--- src/rtl/rmu_pkg.sv ---
package rmu_pkg;
  // Register byte offsets
  localparam logic [7:0] RMU_OFS_DATA  = 8'h00;
  localparam logic [7:0] RMU_OFS_IER   = 8'h04;
  localparam logic [7:0] RMU_OFS_FCR   = 8'h08;
  localparam logic [7:0] RMU_OFS_LCR   = 8'h0C;
  localparam logic [7:0] RMU_OFS_MCR   = 8'h10;
  localparam logic [7:0] RMU_OFS_MSR   = 8'h14;
  localparam logic [7:0] RMU_OFS_FSR   = 8'h18;
  localparam logic [7:0] RMU_OFS_ISR   = 8'h1C;
  localparam logic [7:0] RMU_OFS_TOR   = 8'h20;
  localparam logic [7:0] RMU_OFS_BAUD  = 8'h24;
  localparam logic [7:0] RMU_OFS_IRCR  = 8'h28;
  localparam logic [7:0] RMU_OFS_ALT   = 8'h2C;
  localparam logic [7:0] RMU_OFS_FUN   = 8'h30;
  // Reset values
  localparam logic [31:0] RMU_RST_FCR  = 32'h0000_0101;
  localparam logic [31:0] RMU_RST_MCR  = 32'h0000_0200;
  localparam logic [31:0] RMU_RST_MSR  = 32'h0000_0110;
  localparam logic [31:0] RMU_RST_FSR  = 32'h1040_4000;
  localparam logic [31:0] RMU_RST_ISR  = 32'h0000_0002;
  localparam logic [31:0] RMU_RST_BAUD = 32'h0F00_0000;
  localparam logic [31:0] RMU_RST_IRCR = 32'h0000_0040;
  // Field positions
  localparam int RMU_FCR_RXDIS   = 8;
  localparam int RMU_LCR_PBE     = 3;
  localparam int RMU_LCR_EPE     = 4;
  localparam int RMU_LCR_SPE     = 5;
  localparam int RMU_MCR_REQ     = 1;
  localparam int RMU_MCR_POL     = 9;
  localparam int RMU_MCR_PINST   = 13;
  localparam int RMU_ALT_NMM     = 8;
  localparam int RMU_ALT_AAD     = 9;
  localparam int RMU_ALT_AUD     = 10;
  localparam int RMU_ALT_MATCH   = 24;
  localparam int RMU_TOR_DLY     = 8;
  localparam int RMU_IER_RDA     = 0;
  localparam int RMU_FSR_RXEMPTY = 14;
  localparam int RMU_FSR_TXFULL  = 23;
  localparam int RMU_FSR_TXEMPTY = 22;
  localparam int RMU_FSR_TEFLAG  = 28;
  localparam logic [1:0] RMU_FUN_RS485 = 2'h3;
  // Baud divisor field, 16 ticks of (divisor+1) clocks per bit
  localparam int RMU_BAUD_W      = 16;
  localparam logic [3:0] RMU_OVS_LAST = 4'hF;
  localparam int RMU_FIFO_DEPTH  = 8;
  localparam int RMU_CHAR_W      = 9;
endpackage : rmu_pkg

--- src/rtl/rmu_fifo.sv ---
`timescale 1ns/1ps
module rmu_fifo #(
  parameter int WIDTH = 9,
  parameter int DEPTH = 8
) (
  // Clock and reset
  input  wire logic             pclk,
  input  wire logic             presetn,
  // Fill side
  input  wire logic             in_valid,
  output logic                  in_ready,
  input  wire logic [WIDTH-1:0] in_data,
  // Drain side
  output logic                  out_valid,
  input  wire logic             out_ready,
  output logic      [WIDTH-1:0] out_data,
  // Status
  output logic                  full,
  output logic                  empty
);
  localparam int AW = $clog2(DEPTH);
  typedef struct packed {
    logic [AW-1:0] wp;
    logic [AW-1:0] rp;
    logic [AW:0]   cnt;
  } rmu_fifo_s;
  rmu_fifo_s             st;
  rmu_fifo_s             next_st;
  logic      [WIDTH-1:0] mem [DEPTH];
  logic                  push;
  logic                  pop;

  assign full      = (st.cnt == (AW+1)'(DEPTH));
  assign empty     = (st.cnt == '0);
  assign in_ready  = !full;
  assign out_valid = !empty;
  assign push      = in_valid && !full;
  assign pop       = out_ready && !empty;
  assign out_data  = mem[st.rp];

  always_comb begin
    next_st = st;
    if (push) next_st.wp = st.wp + 1'b1;
    if (pop) next_st.rp = st.rp + 1'b1;
    next_st.cnt = st.cnt + (AW+1)'(push) - (AW+1)'(pop);
  end

  always_ff @(posedge pclk or negedge presetn) begin
    if (!presetn) st <= '0;
    else st <= next_st;
  end

  // Storage carries no reset so it can map onto RAM
  always_ff @(posedge pclk) begin
    if (push) mem[st.wp] <= in_data;
  end
endmodule : rmu_fifo

--- src/rtl/rmu_uart.sv ---
// Our own choice: the APB register port.
`timescale 1ns/1ps
module rmu_uart
  import rmu_pkg::*;
(
  // APB slave
  input  wire logic        pclk,
  input  wire logic        presetn,
  input  wire logic        psel,
  input  wire logic        penable,
  input  wire logic        pwrite,
  input  wire logic [7:0]  paddr,
  input  wire logic [31:0] pwdata,
  output logic      [31:0] prdata,
  output logic             pready,
  output logic             pslverr,
  // Serial line
  input  wire logic        rx_pin,
  output logic             tx_pin,
  output logic             direction_pin,
  // Interrupt of receive-data-available
  output logic             rx_irq
);
  import rmu_pkg::*;

  typedef enum logic [1:0] {TX_IDLE, TX_SHIFT, TX_HOLD} rmu_tx_e;
  typedef enum logic [1:0] {RX_IDLE, RX_SHIFT, RX_STOP} rmu_rx_e;

  typedef struct packed {
    logic [31:0] ier;
    logic [31:0] fcr;
    logic [31:0] lcr;
    logic [31:0] mcr;
    logic [31:0] tor;
    logic [31:0] baud;
    logic [31:0] alt;
    logic [1:0]  fun;
    logic        rdata_valid;
    logic [31:0] rdata;
    rmu_tx_e     txs;
    logic [15:0] tx_div;
    logic [3:0]  tx_ovs;
    logic [3:0]  tx_bit;
    logic [10:0] tx_sh;
    logic [7:0]  tx_dly;
    logic        tx_pin;
    rmu_rx_e     rxs;
    logic [15:0] rx_div;
    logic [3:0]  rx_ovs;
    logic [3:0]  rx_bit;
    logic [8:0]  rx_sh;
    logic        aad_match;
    logic        addr_ev;
    logic        rx_s1;
    logic        rx_s2;
  } rmu_s;

  rmu_s        st;
  rmu_s        next_st;
  logic        wr_acc;
  logic        rd_acc;
  logic        fifo_pop;
  logic        tx_in_valid;
  logic        tx_in_ready;
  logic        tx_out_valid;
  logic [8:0]  tx_out_data;
  logic        tx_pop;
  logic        rx_in_valid;
  logic        rx_done;
  logic        rx_in_ready;
  logic        rx_out_valid;
  logic [8:0]  rx_out_data;
  logic        rx_empty;
  logic        rx_full;
  logic        tx_empty;
  logic        tx_full;
  logic        rs485;
  logic        dir_int;
  logic        ninth;
  logic        store;
  logic        is_addr;
  logic [8:0]  rx_char;
  logic [31:0] rd_word;

  assign rs485  = (st.fun == RMU_FUN_RS485);
  assign wr_acc = psel && penable && pwrite;
  assign rd_acc = psel && penable && !pwrite;
  assign pready = 1'b1;
  assign pslverr = 1'b0;
  assign fifo_pop = rd_acc && (paddr == RMU_OFS_DATA);
  assign tx_in_valid = wr_acc && (paddr == RMU_OFS_DATA);

  // Stick parity carries the ninth bit; other parity is computed
  always_comb begin
    if (st.lcr[RMU_LCR_SPE])
      ninth = !st.lcr[RMU_LCR_EPE];
    else
      ninth = (^pwdata[7:0]) ^ !st.lcr[RMU_LCR_EPE];
  end

  rmu_fifo #(.WIDTH(RMU_CHAR_W), .DEPTH(RMU_FIFO_DEPTH)) u_txf (
    .pclk      (pclk),
    .presetn   (presetn),
    .in_valid  (tx_in_valid),
    .in_ready  (tx_in_ready),
    .in_data   ({ninth, pwdata[7:0]}),
    .out_valid (tx_out_valid),
    .out_ready (tx_pop),
    .out_data  (tx_out_data),
    .full      (tx_full),
    .empty     (tx_empty)
  );

  rmu_fifo #(.WIDTH(RMU_CHAR_W), .DEPTH(RMU_FIFO_DEPTH)) u_rxf (
    .pclk      (pclk),
    .presetn   (presetn),
    .in_valid  (rx_in_valid),
    .in_ready  (rx_in_ready),
    .in_data   (rx_char),
    .out_valid (rx_out_valid),
    .out_ready (fifo_pop),
    .out_data  (rx_out_data),
    .full      (rx_full),
    .empty     (rx_empty)
  );

  assign tx_pop = (st.txs != TX_SHIFT) && tx_out_valid;
  assign rx_char = st.rx_sh;
  assign is_addr = st.rx_sh[8];

  // Receive filtering decides whether a finished character is stored
  always_comb begin
    store = 1'b1;
    if (rs485 && st.alt[RMU_ALT_AAD]) begin
      if (is_addr)
        store = (st.rx_sh[7:0] == st.alt[RMU_ALT_MATCH +: 8]);
      else
        store = st.aad_match;
    end else if (rs485 && st.alt[RMU_ALT_NMM]) begin
      store = is_addr || !st.fcr[RMU_FCR_RXDIS];
    end else if (st.fcr[RMU_FCR_RXDIS]) begin
      store = 1'b0;
    end
  end

  assign rx_done     = (st.rxs == RX_STOP) && st.rx_ovs == RMU_OVS_LAST &&
                       st.rx_div == '0 && st.rx_s2;
  assign rx_in_valid = rx_done && store;

  // Auto direction holds high through shift and turnaround
  assign dir_int = (rs485 && st.alt[RMU_ALT_AUD]) ?
                   (st.txs != TX_IDLE) :
                   st.mcr[RMU_MCR_REQ];
  assign direction_pin = dir_int ^ st.mcr[RMU_MCR_POL];
  assign tx_pin = st.tx_pin;
  assign rx_irq = st.ier[RMU_IER_RDA] &&
                  (!rx_empty || st.addr_ev);
  assign prdata = st.rdata;

  always_comb begin
    rd_word = 32'h0000_0000;
    if (paddr == RMU_OFS_DATA) rd_word = {23'h0, rx_out_data};
    else if (paddr == RMU_OFS_IER) rd_word = st.ier;
    else if (paddr == RMU_OFS_FCR) rd_word = st.fcr;
    else if (paddr == RMU_OFS_LCR) rd_word = st.lcr;
    else if (paddr == RMU_OFS_MCR) begin
      rd_word = st.mcr;
      rd_word[RMU_MCR_PINST] = direction_pin;
    end
    else if (paddr == RMU_OFS_MSR) rd_word = RMU_RST_MSR;
    else if (paddr == RMU_OFS_FSR) begin
      rd_word = RMU_RST_FSR;
      rd_word[RMU_FSR_RXEMPTY] = rx_empty;
      rd_word[RMU_FSR_TXEMPTY] = tx_empty;
      rd_word[RMU_FSR_TXFULL]  = tx_full;
      rd_word[RMU_FSR_TEFLAG]  = tx_empty && st.txs == TX_IDLE;
    end
    else if (paddr == RMU_OFS_ISR) begin
      rd_word = RMU_RST_ISR;
      rd_word[RMU_IER_RDA] = rx_irq;
    end
    else if (paddr == RMU_OFS_TOR) rd_word = st.tor;
    else if (paddr == RMU_OFS_BAUD) rd_word = st.baud;
    else if (paddr == RMU_OFS_IRCR) rd_word = RMU_RST_IRCR;
    else if (paddr == RMU_OFS_ALT) rd_word = st.alt;
    else if (paddr == RMU_OFS_FUN) rd_word = {30'h0, st.fun};
  end

  always_comb begin
    next_st = st;
    next_st.rx_s1 = rx_pin;
    next_st.rx_s2 = st.rx_s1;
    // Read data is registered during the setup cycle
    if (psel && !penable && !pwrite) next_st.rdata = rd_word;
    next_st.addr_ev = st.addr_ev && !fifo_pop;
    if (wr_acc) begin
      if (paddr == RMU_OFS_IER) next_st.ier = pwdata;
      else if (paddr == RMU_OFS_FCR) next_st.fcr = pwdata;
      else if (paddr == RMU_OFS_LCR) next_st.lcr = pwdata;
      else if (paddr == RMU_OFS_MCR) next_st.mcr = pwdata;
      else if (paddr == RMU_OFS_TOR) next_st.tor = pwdata;
      else if (paddr == RMU_OFS_BAUD) next_st.baud = pwdata;
      else if (paddr == RMU_OFS_ALT) next_st.alt = pwdata;
      else if (paddr == RMU_OFS_FUN) next_st.fun = pwdata[1:0];
    end
    // Transmitter: 16 clocks of (divisor+1) per bit
    if (st.txs == TX_IDLE || st.txs == TX_HOLD) begin
      if (tx_out_valid) begin
        next_st.txs    = TX_SHIFT;
        next_st.tx_sh  = st.lcr[RMU_LCR_PBE] ?
                         {1'b1, tx_out_data, 1'b0} :
                         {2'b11, tx_out_data[7:0], 1'b0};
        next_st.tx_bit = st.lcr[RMU_LCR_PBE] ? 4'd10 : 4'd9;
        next_st.tx_div = '0;
        next_st.tx_ovs = '0;
        next_st.tx_pin = 1'b0;
      end else if (st.txs == TX_HOLD) begin
        if (st.tx_div == st.baud[RMU_BAUD_W-1:0]) begin
          next_st.tx_div = '0;
          next_st.tx_ovs = st.tx_ovs + 4'd1;
          if (st.tx_ovs == RMU_OVS_LAST) begin
            if (st.tx_dly == '0) next_st.txs = TX_IDLE;
            else next_st.tx_dly = st.tx_dly - 8'd1;
          end
        end else next_st.tx_div = st.tx_div + 16'd1;
      end
    end else if (st.tx_div == st.baud[RMU_BAUD_W-1:0]) begin
      next_st.tx_div = '0;
      next_st.tx_ovs = st.tx_ovs + 4'd1;
      if (st.tx_ovs == RMU_OVS_LAST) begin
        if (st.tx_bit == '0) begin
          // A zero delay releases the line right at the stop bit's end
          if (st.tor[RMU_TOR_DLY +: 8] == 8'h00) begin
            next_st.txs = TX_IDLE;
          end else begin
            next_st.txs    = TX_HOLD;
            next_st.tx_dly = st.tor[RMU_TOR_DLY +: 8] - 8'h01;
          end
        end else begin
          next_st.tx_pin = st.tx_sh[1];
          next_st.tx_sh  = {1'b1, st.tx_sh[10:1]};
          next_st.tx_bit = st.tx_bit - 4'd1;
        end
      end
    end else next_st.tx_div = st.tx_div + 16'd1;
    if (st.txs == TX_HOLD && st.tx_ovs == RMU_OVS_LAST &&
        st.tx_div == st.baud[RMU_BAUD_W-1:0] && st.tx_dly == '0 &&
        !tx_out_valid)
      next_st.tx_pin = 1'b1;
    // Receiver samples mid-bit
    if (st.rxs == RX_IDLE) begin
      if (!st.rx_s2) begin
        next_st.rxs    = RX_SHIFT;
        next_st.rx_div = '0;
        next_st.rx_ovs = 4'd8;
        next_st.rx_bit = st.lcr[RMU_LCR_PBE] ? 4'd10 : 4'd9;
      end
    end else if (st.rx_div == st.baud[RMU_BAUD_W-1:0]) begin
      next_st.rx_div = '0;
      next_st.rx_ovs = st.rx_ovs + 4'd1;
      if (st.rx_ovs == RMU_OVS_LAST) begin
        if (st.rxs == RX_STOP) next_st.rxs = RX_IDLE;
        else begin
          if (st.rx_bit != (st.lcr[RMU_LCR_PBE] ? 4'd10 : 4'd9))
            next_st.rx_sh = st.lcr[RMU_LCR_PBE] ?
                            {st.rx_s2, st.rx_sh[8:1]} :
                            {1'b0, st.rx_s2, st.rx_sh[7:1]};
          next_st.rx_bit = st.rx_bit - 4'd1;
          if (st.rx_bit == 4'd1) next_st.rxs = RX_STOP;
        end
      end
    end else next_st.rx_div = st.rx_div + 16'd1;
    // Every finished RS-485 address updates the match in auto address mode, stored or not; in multidrop mode it clears RXDIS instead
    if (rx_done && rs485 && is_addr) begin
      if (rx_in_valid) next_st.addr_ev = 1'b1;
      if (st.alt[RMU_ALT_AAD])
        next_st.aad_match = store;
      else if (st.alt[RMU_ALT_NMM])
        next_st.fcr[RMU_FCR_RXDIS] = 1'b0;
    end
  end

  always_ff @(posedge pclk or negedge presetn) begin
    if (!presetn) begin
      st        <= '0;
      st.fcr    <= RMU_RST_FCR;
      st.mcr    <= RMU_RST_MCR;
      st.baud   <= RMU_RST_BAUD;
      st.txs    <= TX_IDLE;
      st.rxs    <= RX_IDLE;
      st.tx_pin <= 1'b1;
      st.rx_s1  <= 1'b1;
      st.rx_s2  <= 1'b1;
    end else st <= next_st;
  end

  a_dir_polarity: assert property (@(posedge pclk) disable iff (!presetn)
    direction_pin == (dir_int ^ st.mcr[RMU_MCR_POL]))
    else $error("direction pin polarity wrong");
  a_dir_software: assert property (@(posedge pclk) disable iff (!presetn)
    !(rs485 && st.alt[RMU_ALT_AUD]) |->
    direction_pin == (st.mcr[RMU_MCR_REQ] ^ st.mcr[RMU_MCR_POL]))
    else $error("software direction not followed");
  a_dir_auto_tx: assert property (@(posedge pclk) disable iff (!presetn)
    (rs485 && st.alt[RMU_ALT_AUD] && st.txs == TX_SHIFT) |->
    direction_pin != st.mcr[RMU_MCR_POL])
    else $error("direction not driven during transmit");
  a_rxdis_clear: assert property (@(posedge pclk) disable iff (!presetn)
    (rx_in_valid && rs485 && is_addr && st.alt[RMU_ALT_NMM] &&
     !st.alt[RMU_ALT_AAD]) |=> !st.fcr[RMU_FCR_RXDIS])
    else $error("receiver disable not cleared");
  a_drop_data: assert property (@(posedge pclk) disable iff (!presetn)
    (rs485 && st.alt[RMU_ALT_NMM] && !st.alt[RMU_ALT_AAD] &&
     st.fcr[RMU_FCR_RXDIS] && !is_addr) |-> !rx_in_valid)
    else $error("data stored while receiver disabled");
  a_aad_match: assert property (@(posedge pclk) disable iff (!presetn)
    (rx_in_valid && rs485 && st.alt[RMU_ALT_AAD] && is_addr) |->
    st.rx_sh[7:0] == st.alt[RMU_ALT_MATCH +: 8])
    else $error("non-matching address stored");
  a_irq_addr: assert property (@(posedge pclk) disable iff (!presetn)
    (rx_in_valid && rs485 && is_addr && st.ier[RMU_IER_RDA]) |=>
    rx_irq)
    else $error("address did not raise interrupt");
  a_stick_ninth: assert property (@(posedge pclk) disable iff (!presetn)
    (tx_in_valid && tx_in_ready && st.lcr[RMU_LCR_SPE]) |->
    ninth == !st.lcr[RMU_LCR_EPE])
    else $error("stick ninth bit wrong");
endmodule : rmu_uart

--- config.mk ---
export PLATFORM = sky130hd
export DESIGN_NAME = rmu_uart
export DESIGN_NICKNAME = d
export VERILOG_FILES = /design/src/rtl/rmu_pkg.sv /design/src/rtl/rmu_fifo.sv /design/src/rtl/rmu_uart.sv
export SDC_FILE = /design/constraint.sdc
export NUM_CORES = 1
export LEC_CHECK = 0
export BUFFER_PORTS_ARGS = -buffer_cell sky130_fd_sc_hd__buf_2
export CAP_MARGIN = 30
export CORE_MARGIN = 2
export CORE_UTILIZATION = 62
export DETAILED_ROUTE_END_ITERATION = 10
export HOLD_SLACK_MARGIN = 0.15
export PLACE_DENSITY = 0.8
export SETUP_SLACK_MARGIN = 0.2
export SLEW_MARGIN = 10
export SYNTH_ARGS = -nofsm -noshare
export SYNTH_HDL_FRONTEND = slang
export SYNTH_SLANG_ARGS = --single-unit
--- constraint.sdc ---
create_clock -name pclk -period 3.2 [get_ports pclk]
set_input_delay 0.8 -clock pclk [delete_from_list [all_inputs] [get_ports pclk]]
set_output_delay 0.8 -clock pclk [all_outputs]
set_load 0.05 [all_outputs]
# [Word-level counts from Yosys, hierarchy flattened]
# Memories as Yosys holds them, arrays and structs flattened.
# Cells that the tools add are included.
[totals] ram_bits=144 out_inout_bits=37 mem_count=2 register_bits=363 input_bits=46
[memory_table] name="u_rxf.mem" depth=8 word_bits=9 read_ports=1 rd_ports_with_merged_regs=0 wr=1 line="rmu_fifo.sv:29" source="logic [WIDTH-1:0] mem [DEPTH];"
[memory_table] name="u_txf.mem" depth=8 word_bits=9 read_ports=1 rd_ports_with_merged_regs=0 wr=1 line="rmu_fifo.sv:29"
[classes] bitwise=11 n_reduce_logical=77 muxes=83 n_addsub=16 eq_ne=41
[ops] operator="2-to-1 mux 32 bit" count=17
[ops] operator="2-to-1 mux 171 bit" count=2
[ops] operator="2-to-1 mux 162 bit" count=1
[ops] operator="2-to-1 mux 130 bit" count=1
[ops] operator="2-to-1 mux 98 bit" count=1
[ops] operator="2-to-1 mux 66 bit" count=1
[ops] operator="2-to-1 mux 8 bit" count=7
[ops] operator="2-to-1 mux 26 bit" count=2
[ops] operator="2-to-1 mux 46 bit" count=1
[ops] operator="2-to-1 mux 22 bit" count=2
[ops] operator="== test 8 x 6 -> 1 bit (second input constant)" count=5
[ops] operator="2-to-1 mux 34 bit" count=1
[ops] operator="adder 16 x 1 -> 16 bit (second input constant)" count=2
[ops] operator="== test 16 bit" count=2
[ops] operator="== test 8 x 5 -> 1 bit (second input constant)" count=4
[ops] operator="2-to-1 mux 16 bit" count=2
[ops] operator="2-to-1 mux 15 bit" count=2
[ops] operator="2-to-1 mux 2 bit" count=15
[ops] operator="logical AND 1 bit" count=28
[ops] operator="2-to-1 mux 28 bit" count=1
[ops] operator="2-to-1 mux 9 bit" count=3
[ops] operator="2-to-1 mux 13 bit" count=2
[ops] operator="zero test 8 bit" count=3
[ops] operator="2-to-1 mux 24 bit" count=1
[ops] operator="39 further kinds" count=122

# [Longest topological paths before layout]
[depth] depth_word=14 mapped_depth=12

# [Modules after synthesis]
# From an unflattened synthesis, not the netlist that was laid out.
[unflattened] cells_unflattened=1960 hier_area_um2=24382.1
[modules_own_cells] mod="rmu_uart" seq_area_each_um2=8545.7 cells_per_inst=1636 area_per_inst_um2=17628.2 n_inst=1
[modules_own_cells] mod="rmu_fifo" seq_area_each_um2=2412.3 cells_per_inst=162 area_per_inst_um2=3377.0 n_inst=2

# [Worst setup path before layout]
# No wires, ideal clock.
[synth_path] path_kind="input port to flip-flop" from="input paddr[5]" to="memory u_txf.mem[0][0] (enable)" required_ps=2813 stages=6 setup_slack_ps=36 setup_ps=387 n_path_buf=1 t_arrival_ps=2778 path_cell_list="buf_2 nor4_2 nand2_1 nor3_2 nand2b_1 nor3_1"
[synth_between] elab_chain_cells=5
[synth_rtl] item="from (decl)" line="rmu_uart.sv:12" source="input wire logic [7:0] paddr,"
[synth_rtl] item="zero test 8 bit" line="rmu_uart.sv:91" source="assign tx_in_valid = wr_acc && (paddr == RMU_OFS_DATA);"
[synth_rtl] item="logical AND 1 bit" line="rmu_uart.sv:91"
[synth_rtl] item="logical AND 1 bit" line="rmu_fifo.sv:37" source="assign push = in_valid && !full;"
[synth_rtl] item="via u_txf.push" line="rmu_fifo.sv:30" source="logic push;"
[synth_rtl] item="2-to-1 mux 1 bit" line="rmu_fifo.sv:55" source="if (push) mem[st.wp] <= in_data;"
[synth_rtl] item="2-to-1 mux 1 bit (not written as such)" line="rmu_fifo.sv:55"
[synth_rtl] item="to (decl)" line="rmu_fifo.sv:29"
# The timed path passes the listed nets, and every way through them passes these cells.

# [Final worst setup path]
[layout_path] from="register st[84] (netlist bit)" to="output direction_pin"
[layout_between] elab_chain_cells=3
[layout_rtl] item="from (decl)" line="rmu_uart.sv:58" source="rmu_s st;"
[layout_rtl] item="from (signal assigned)" line="rmu_uart.sv:294" source="end else st <= next_st;"
[layout_rtl] item="nonzero test 2 bit" line="rmu_uart.sv:152" source="(st.txs != TX_IDLE) :"
[layout_rtl] item="2-to-1 mux 1 bit" line="rmu_uart.sv:151" source="assign dir_int = (rs485 && st.alt[RMU_ALT_AUD]) ?"
[layout_rtl] item="XOR 1 bit" line="rmu_uart.sv:154" source="assign direction_pin = dir_int ^ st.mcr[RMU_MCR_POL];"
[layout_rtl] item="to (decl)" line="rmu_uart.sv:20" source="output logic direction_pin,"
# No other way between the ends.

==> flow_metrics.py <==
metrics = {
    "run_status": {
        "outcome": "finished, final reports clean",
    },
    "timing": {
        "tns_ns": 0,
        "rsz0062_at_grt": "no",
        "min_period_over_period": 0.909,
        "clock_skew_ns": 0.0232,
        "period_needed_ns": 2.91,
        "hold_viol_final": 0,
        "worst_pin_slew_ns": 0.843,
        "max_slew_margin": 0.438,
        "fmax_ghz": 0.344,
        "slew_viol_final": 0,
        "setup_viol": 0,
    },
    "synthesis": {
        "synth.net_count": 1937,
        "avgSynthCellArea_um2": 12.6,
        "synth_area_um2": 23400,
        "async_flop_share": 0.715,
        "ys.warnings.count": 0,
        "ys_ff_latch": 505,
        "dominantRegCellSynth": "dfrtp_1",
        "ys_seq_area_frac": 0.571,
        "synth_edf_count": 144,
        "yosysUniqueCellTypes": 73,
        "syn_inst": 1863,
    },
    "worst_setup_path": {
        "critPathMaxFanout": 8,
        "rr_worst_depth": 10,
        "crit_arrival_ns": 2.11,
        "critPathSlowestCell": "dfrtp_1",
        "path_buf_inv": 2,
        "r2r_end": "u_rxf.st[2]",
        "crit_type": "register to primary output",
        "rrSetupSlack_ns": 0.44,
        "worstReg2RegStart": "st[0]",
        "endpoint": "direction_pin",
        "cp_num_cells": 5,
        "cp_top_family": "flip-flops",
        "end_kind": "primary output",
        "slowest_delay_ns": 0.47,
        "startpoint_type": "register",
        "worstPathRequired_ns": 2.40,
        "cp_cell_sequence": "nor2_1 > o21ai_0 > xor2_1 > buf_4 > buf_2",
        "worstSetupStartpoint": "st[84]",
    },
    "job": {
        "max-cap-violations": 0,
    },
    "global_route": {
        "antenna_found_initial": 2,
        "grt.total_usage": 0.311,
        "grt_pass1_wl_mm": 92.8,
        "grt_overflow": 0,
        "grt_pass1_vias": 16324,
        "grt_max_degree": 90,
    },
    "pwr": {
        "cellLeakagePower_uw": 0.0118,
        "peakVddDrop_uv": 734,
        "powerDensity_nw_per_um2": 578,
    },
    "routing": {
        "final_antenna_net_count": 0,
        "post-route-drc-count": 0,
        "drtPass1Iterations": 7,
        "num_vias": 15926,
        "wire_per_inst_um": 23.5,
        "drt_iter0_drc": 1357,
        "via_per_inst": 6.32,
        "drt-total-wl_mm": 59.2,
    },
    "clocking": {
        "clk_pin_slew_ns": 0.06,
        "clock_latency_ns": 0.60,
        "clockBufferDepth": 3,
        "cts-htree-levels": 2,
        "root_buffer": "clkbuf_16",
        "cts_buffers": 51,
        "cts_tree": "yes",
        "cts_sinks": 505,
        "cts_hold_buf": 0,
    },
    "floorplanning": {
        "core_area_um2": 37400,
        "dieWidth_um": 198,
        "fp-row-count": 71,
        "dieArea_um2": 39400,
        "io-pin-count": 83,
        "start_util": 0.627,
        "die_h_um": 198,
    },
    "placed_design": {
        "numPlacedInstances": 2421,
        "gp_congestion": 0.987,
        "io_buffers": 80,
        "post-dp-hpwl_mm": 39.2,
    },
    "finish": {
        "mostFrequentLayoutCells": "dfrtp_1 (351), mux2_2 (170), edfxtp_1 (144)",
        "stdcell_count": 2518,
        "drive_above_1_share": 0.252,
        "nets": 2039,
        "syn2layout_area_growth_pct": 13.2,
        "layout_commonest_cell": "dfrtp_1",
    },
    "worst_hold_path": {
        "hp-class": "input pin to asynchronous set/reset pin",
    },
}
synth_stat cells, types with 4 or more instances:
library cell	n	area share
o221ai_1	20	0.0075
a22oi_1	14	0.0045
buf_1	15	0.0024
or3_1	11	0.0029
nand4_1	16	0.0043
a221oi_1	19	0.0071
a21o_1	4	0.0013
mux2i_1	47	0.020
ha_1	26	0.014
and2_1	7	0.0019
nor3b_1	4	0.0013
xor2_1	38	0.014
mux4_2	36	0.035
buf_2	27	0.0058
nor3_1	19	0.0041
nor2b_1	20	0.0053
nand2b_1	17	0.0045
o22ai_1	10	0.0027
clkbuf_1	57	0.0091
a22o_1	9	0.0034
mux2_2	170	0.082
nor2_1	116	0.019
xnor2_1	48	0.018
inv_1	45	0.0072
or2_1	4	0.0011
nand3_1	28	0.0060
and3_1	15	0.0040
dfrtp_1	351	0.37
edfxtp_1	144	0.18
o21ai_1	33	0.0070
a31oi_1	15	0.0040
mux2_1	71	0.034
o31ai_1	24	0.0077
nor4_1	12	0.0032
a221o_1	11	0.0047
o21ai_0	73	0.016
dfstp_2	10	0.011
a21oi_1	72	0.015
a211oi_1	4	0.0013
buf_4	34	0.011
nand2_1	121	0.019
kinds of logic (layout without fill, tap and decap cells):
kind of cell,after synthesis,count (layout),share of synthesized area
other cells,2,4,0.000321
compound gates,327,327,0.0891
buf+inv,178,320,0.0354
simple gates,413,413,0.0863
flops,505,505,0.571
xor+xnor,86,86,0.0321
mux,324,324,0.171
fa+ha+maj,28,28,0.0156
final cells by class:
cell class                 count  area, um2
tap                          511        639
multi-input combinational   1180       9280
antenna                        2       5.00
clock inverter                24        259
sequential                   505      13400
clock buffer                  69       1500
timing repair buffer         182       1310
inverter                      45        169
fill                        2504      10900
sequential cells by signal, indices dropped and copies added, names as in the netlist:
signal and flops:
u_rxf.mem 72, prdata 32, u_txf.mem 72, rx_char 9, tx_pin 1, u_txf.st 10, u_rxf.st 10, st 298
next_st 1
power breakdown:
group	internal, uW	total [uW]	switching, uW
sequential	7010	7340	331
clock	3680	6210	2530
combinational	717	1800	1080
total	11400	15300	3940
per-stage QoR:
step	utilization	area, um2	setup WS, ns	hold WS [ns]	power, uW
after global placement	0.662	24800	0.215	0.348	9130
after global routing	0.709	26500	0.215	0.296	15900
after CTS	0.709	26500	0.264	0.283	15400
after floorplan	-	23400	0.220	0.345	8590
final	0.709	26500	0.292	0.248	15300
after detailed placement	0.662	24800	0.173	0.354	9230
repair_timing:
| item | CTS | global route |
|---|---|---|
| resized for setup | 0 | 0 |
| setup endpoints to repair | 0 | 14 |
| buffers inserted | 0 | 2 |
layer usage:
metal  vias up  global-route usage  part of all wire
met1      8143               0.414              0.40
met5         -                   0           0.00029
met2       639               0.501              0.48
met4         2               0.133             0.041
li1       6985                   -                 -
met3       157              0.0660             0.074
worst reg2reg max path: stages (launching register included):
cell,delay [ns]
dfstp_2,0.60
or4b_1,0.45
nor3_1,0.19
nand4_1,0.12
buf_4,0.19
a211oi_2,0.15
buf_4,0.19
ha_1,0.17
inv_1,0.06
fa_1,0.40
xnor2_1,0.13
worst min-delay path by stage:
stage	endpoint	slack [ns]	depth (start not counted)
global placement	st[0]	0.35	0
detailed placement	st[0]	0.35	0
CTS	st[27]	0.28	1
finish	st[69]	0.25	1
global route	st[69]	0.30	1
floorplan	st[0]	0.35	0
(Power assumes the default switching activity.)
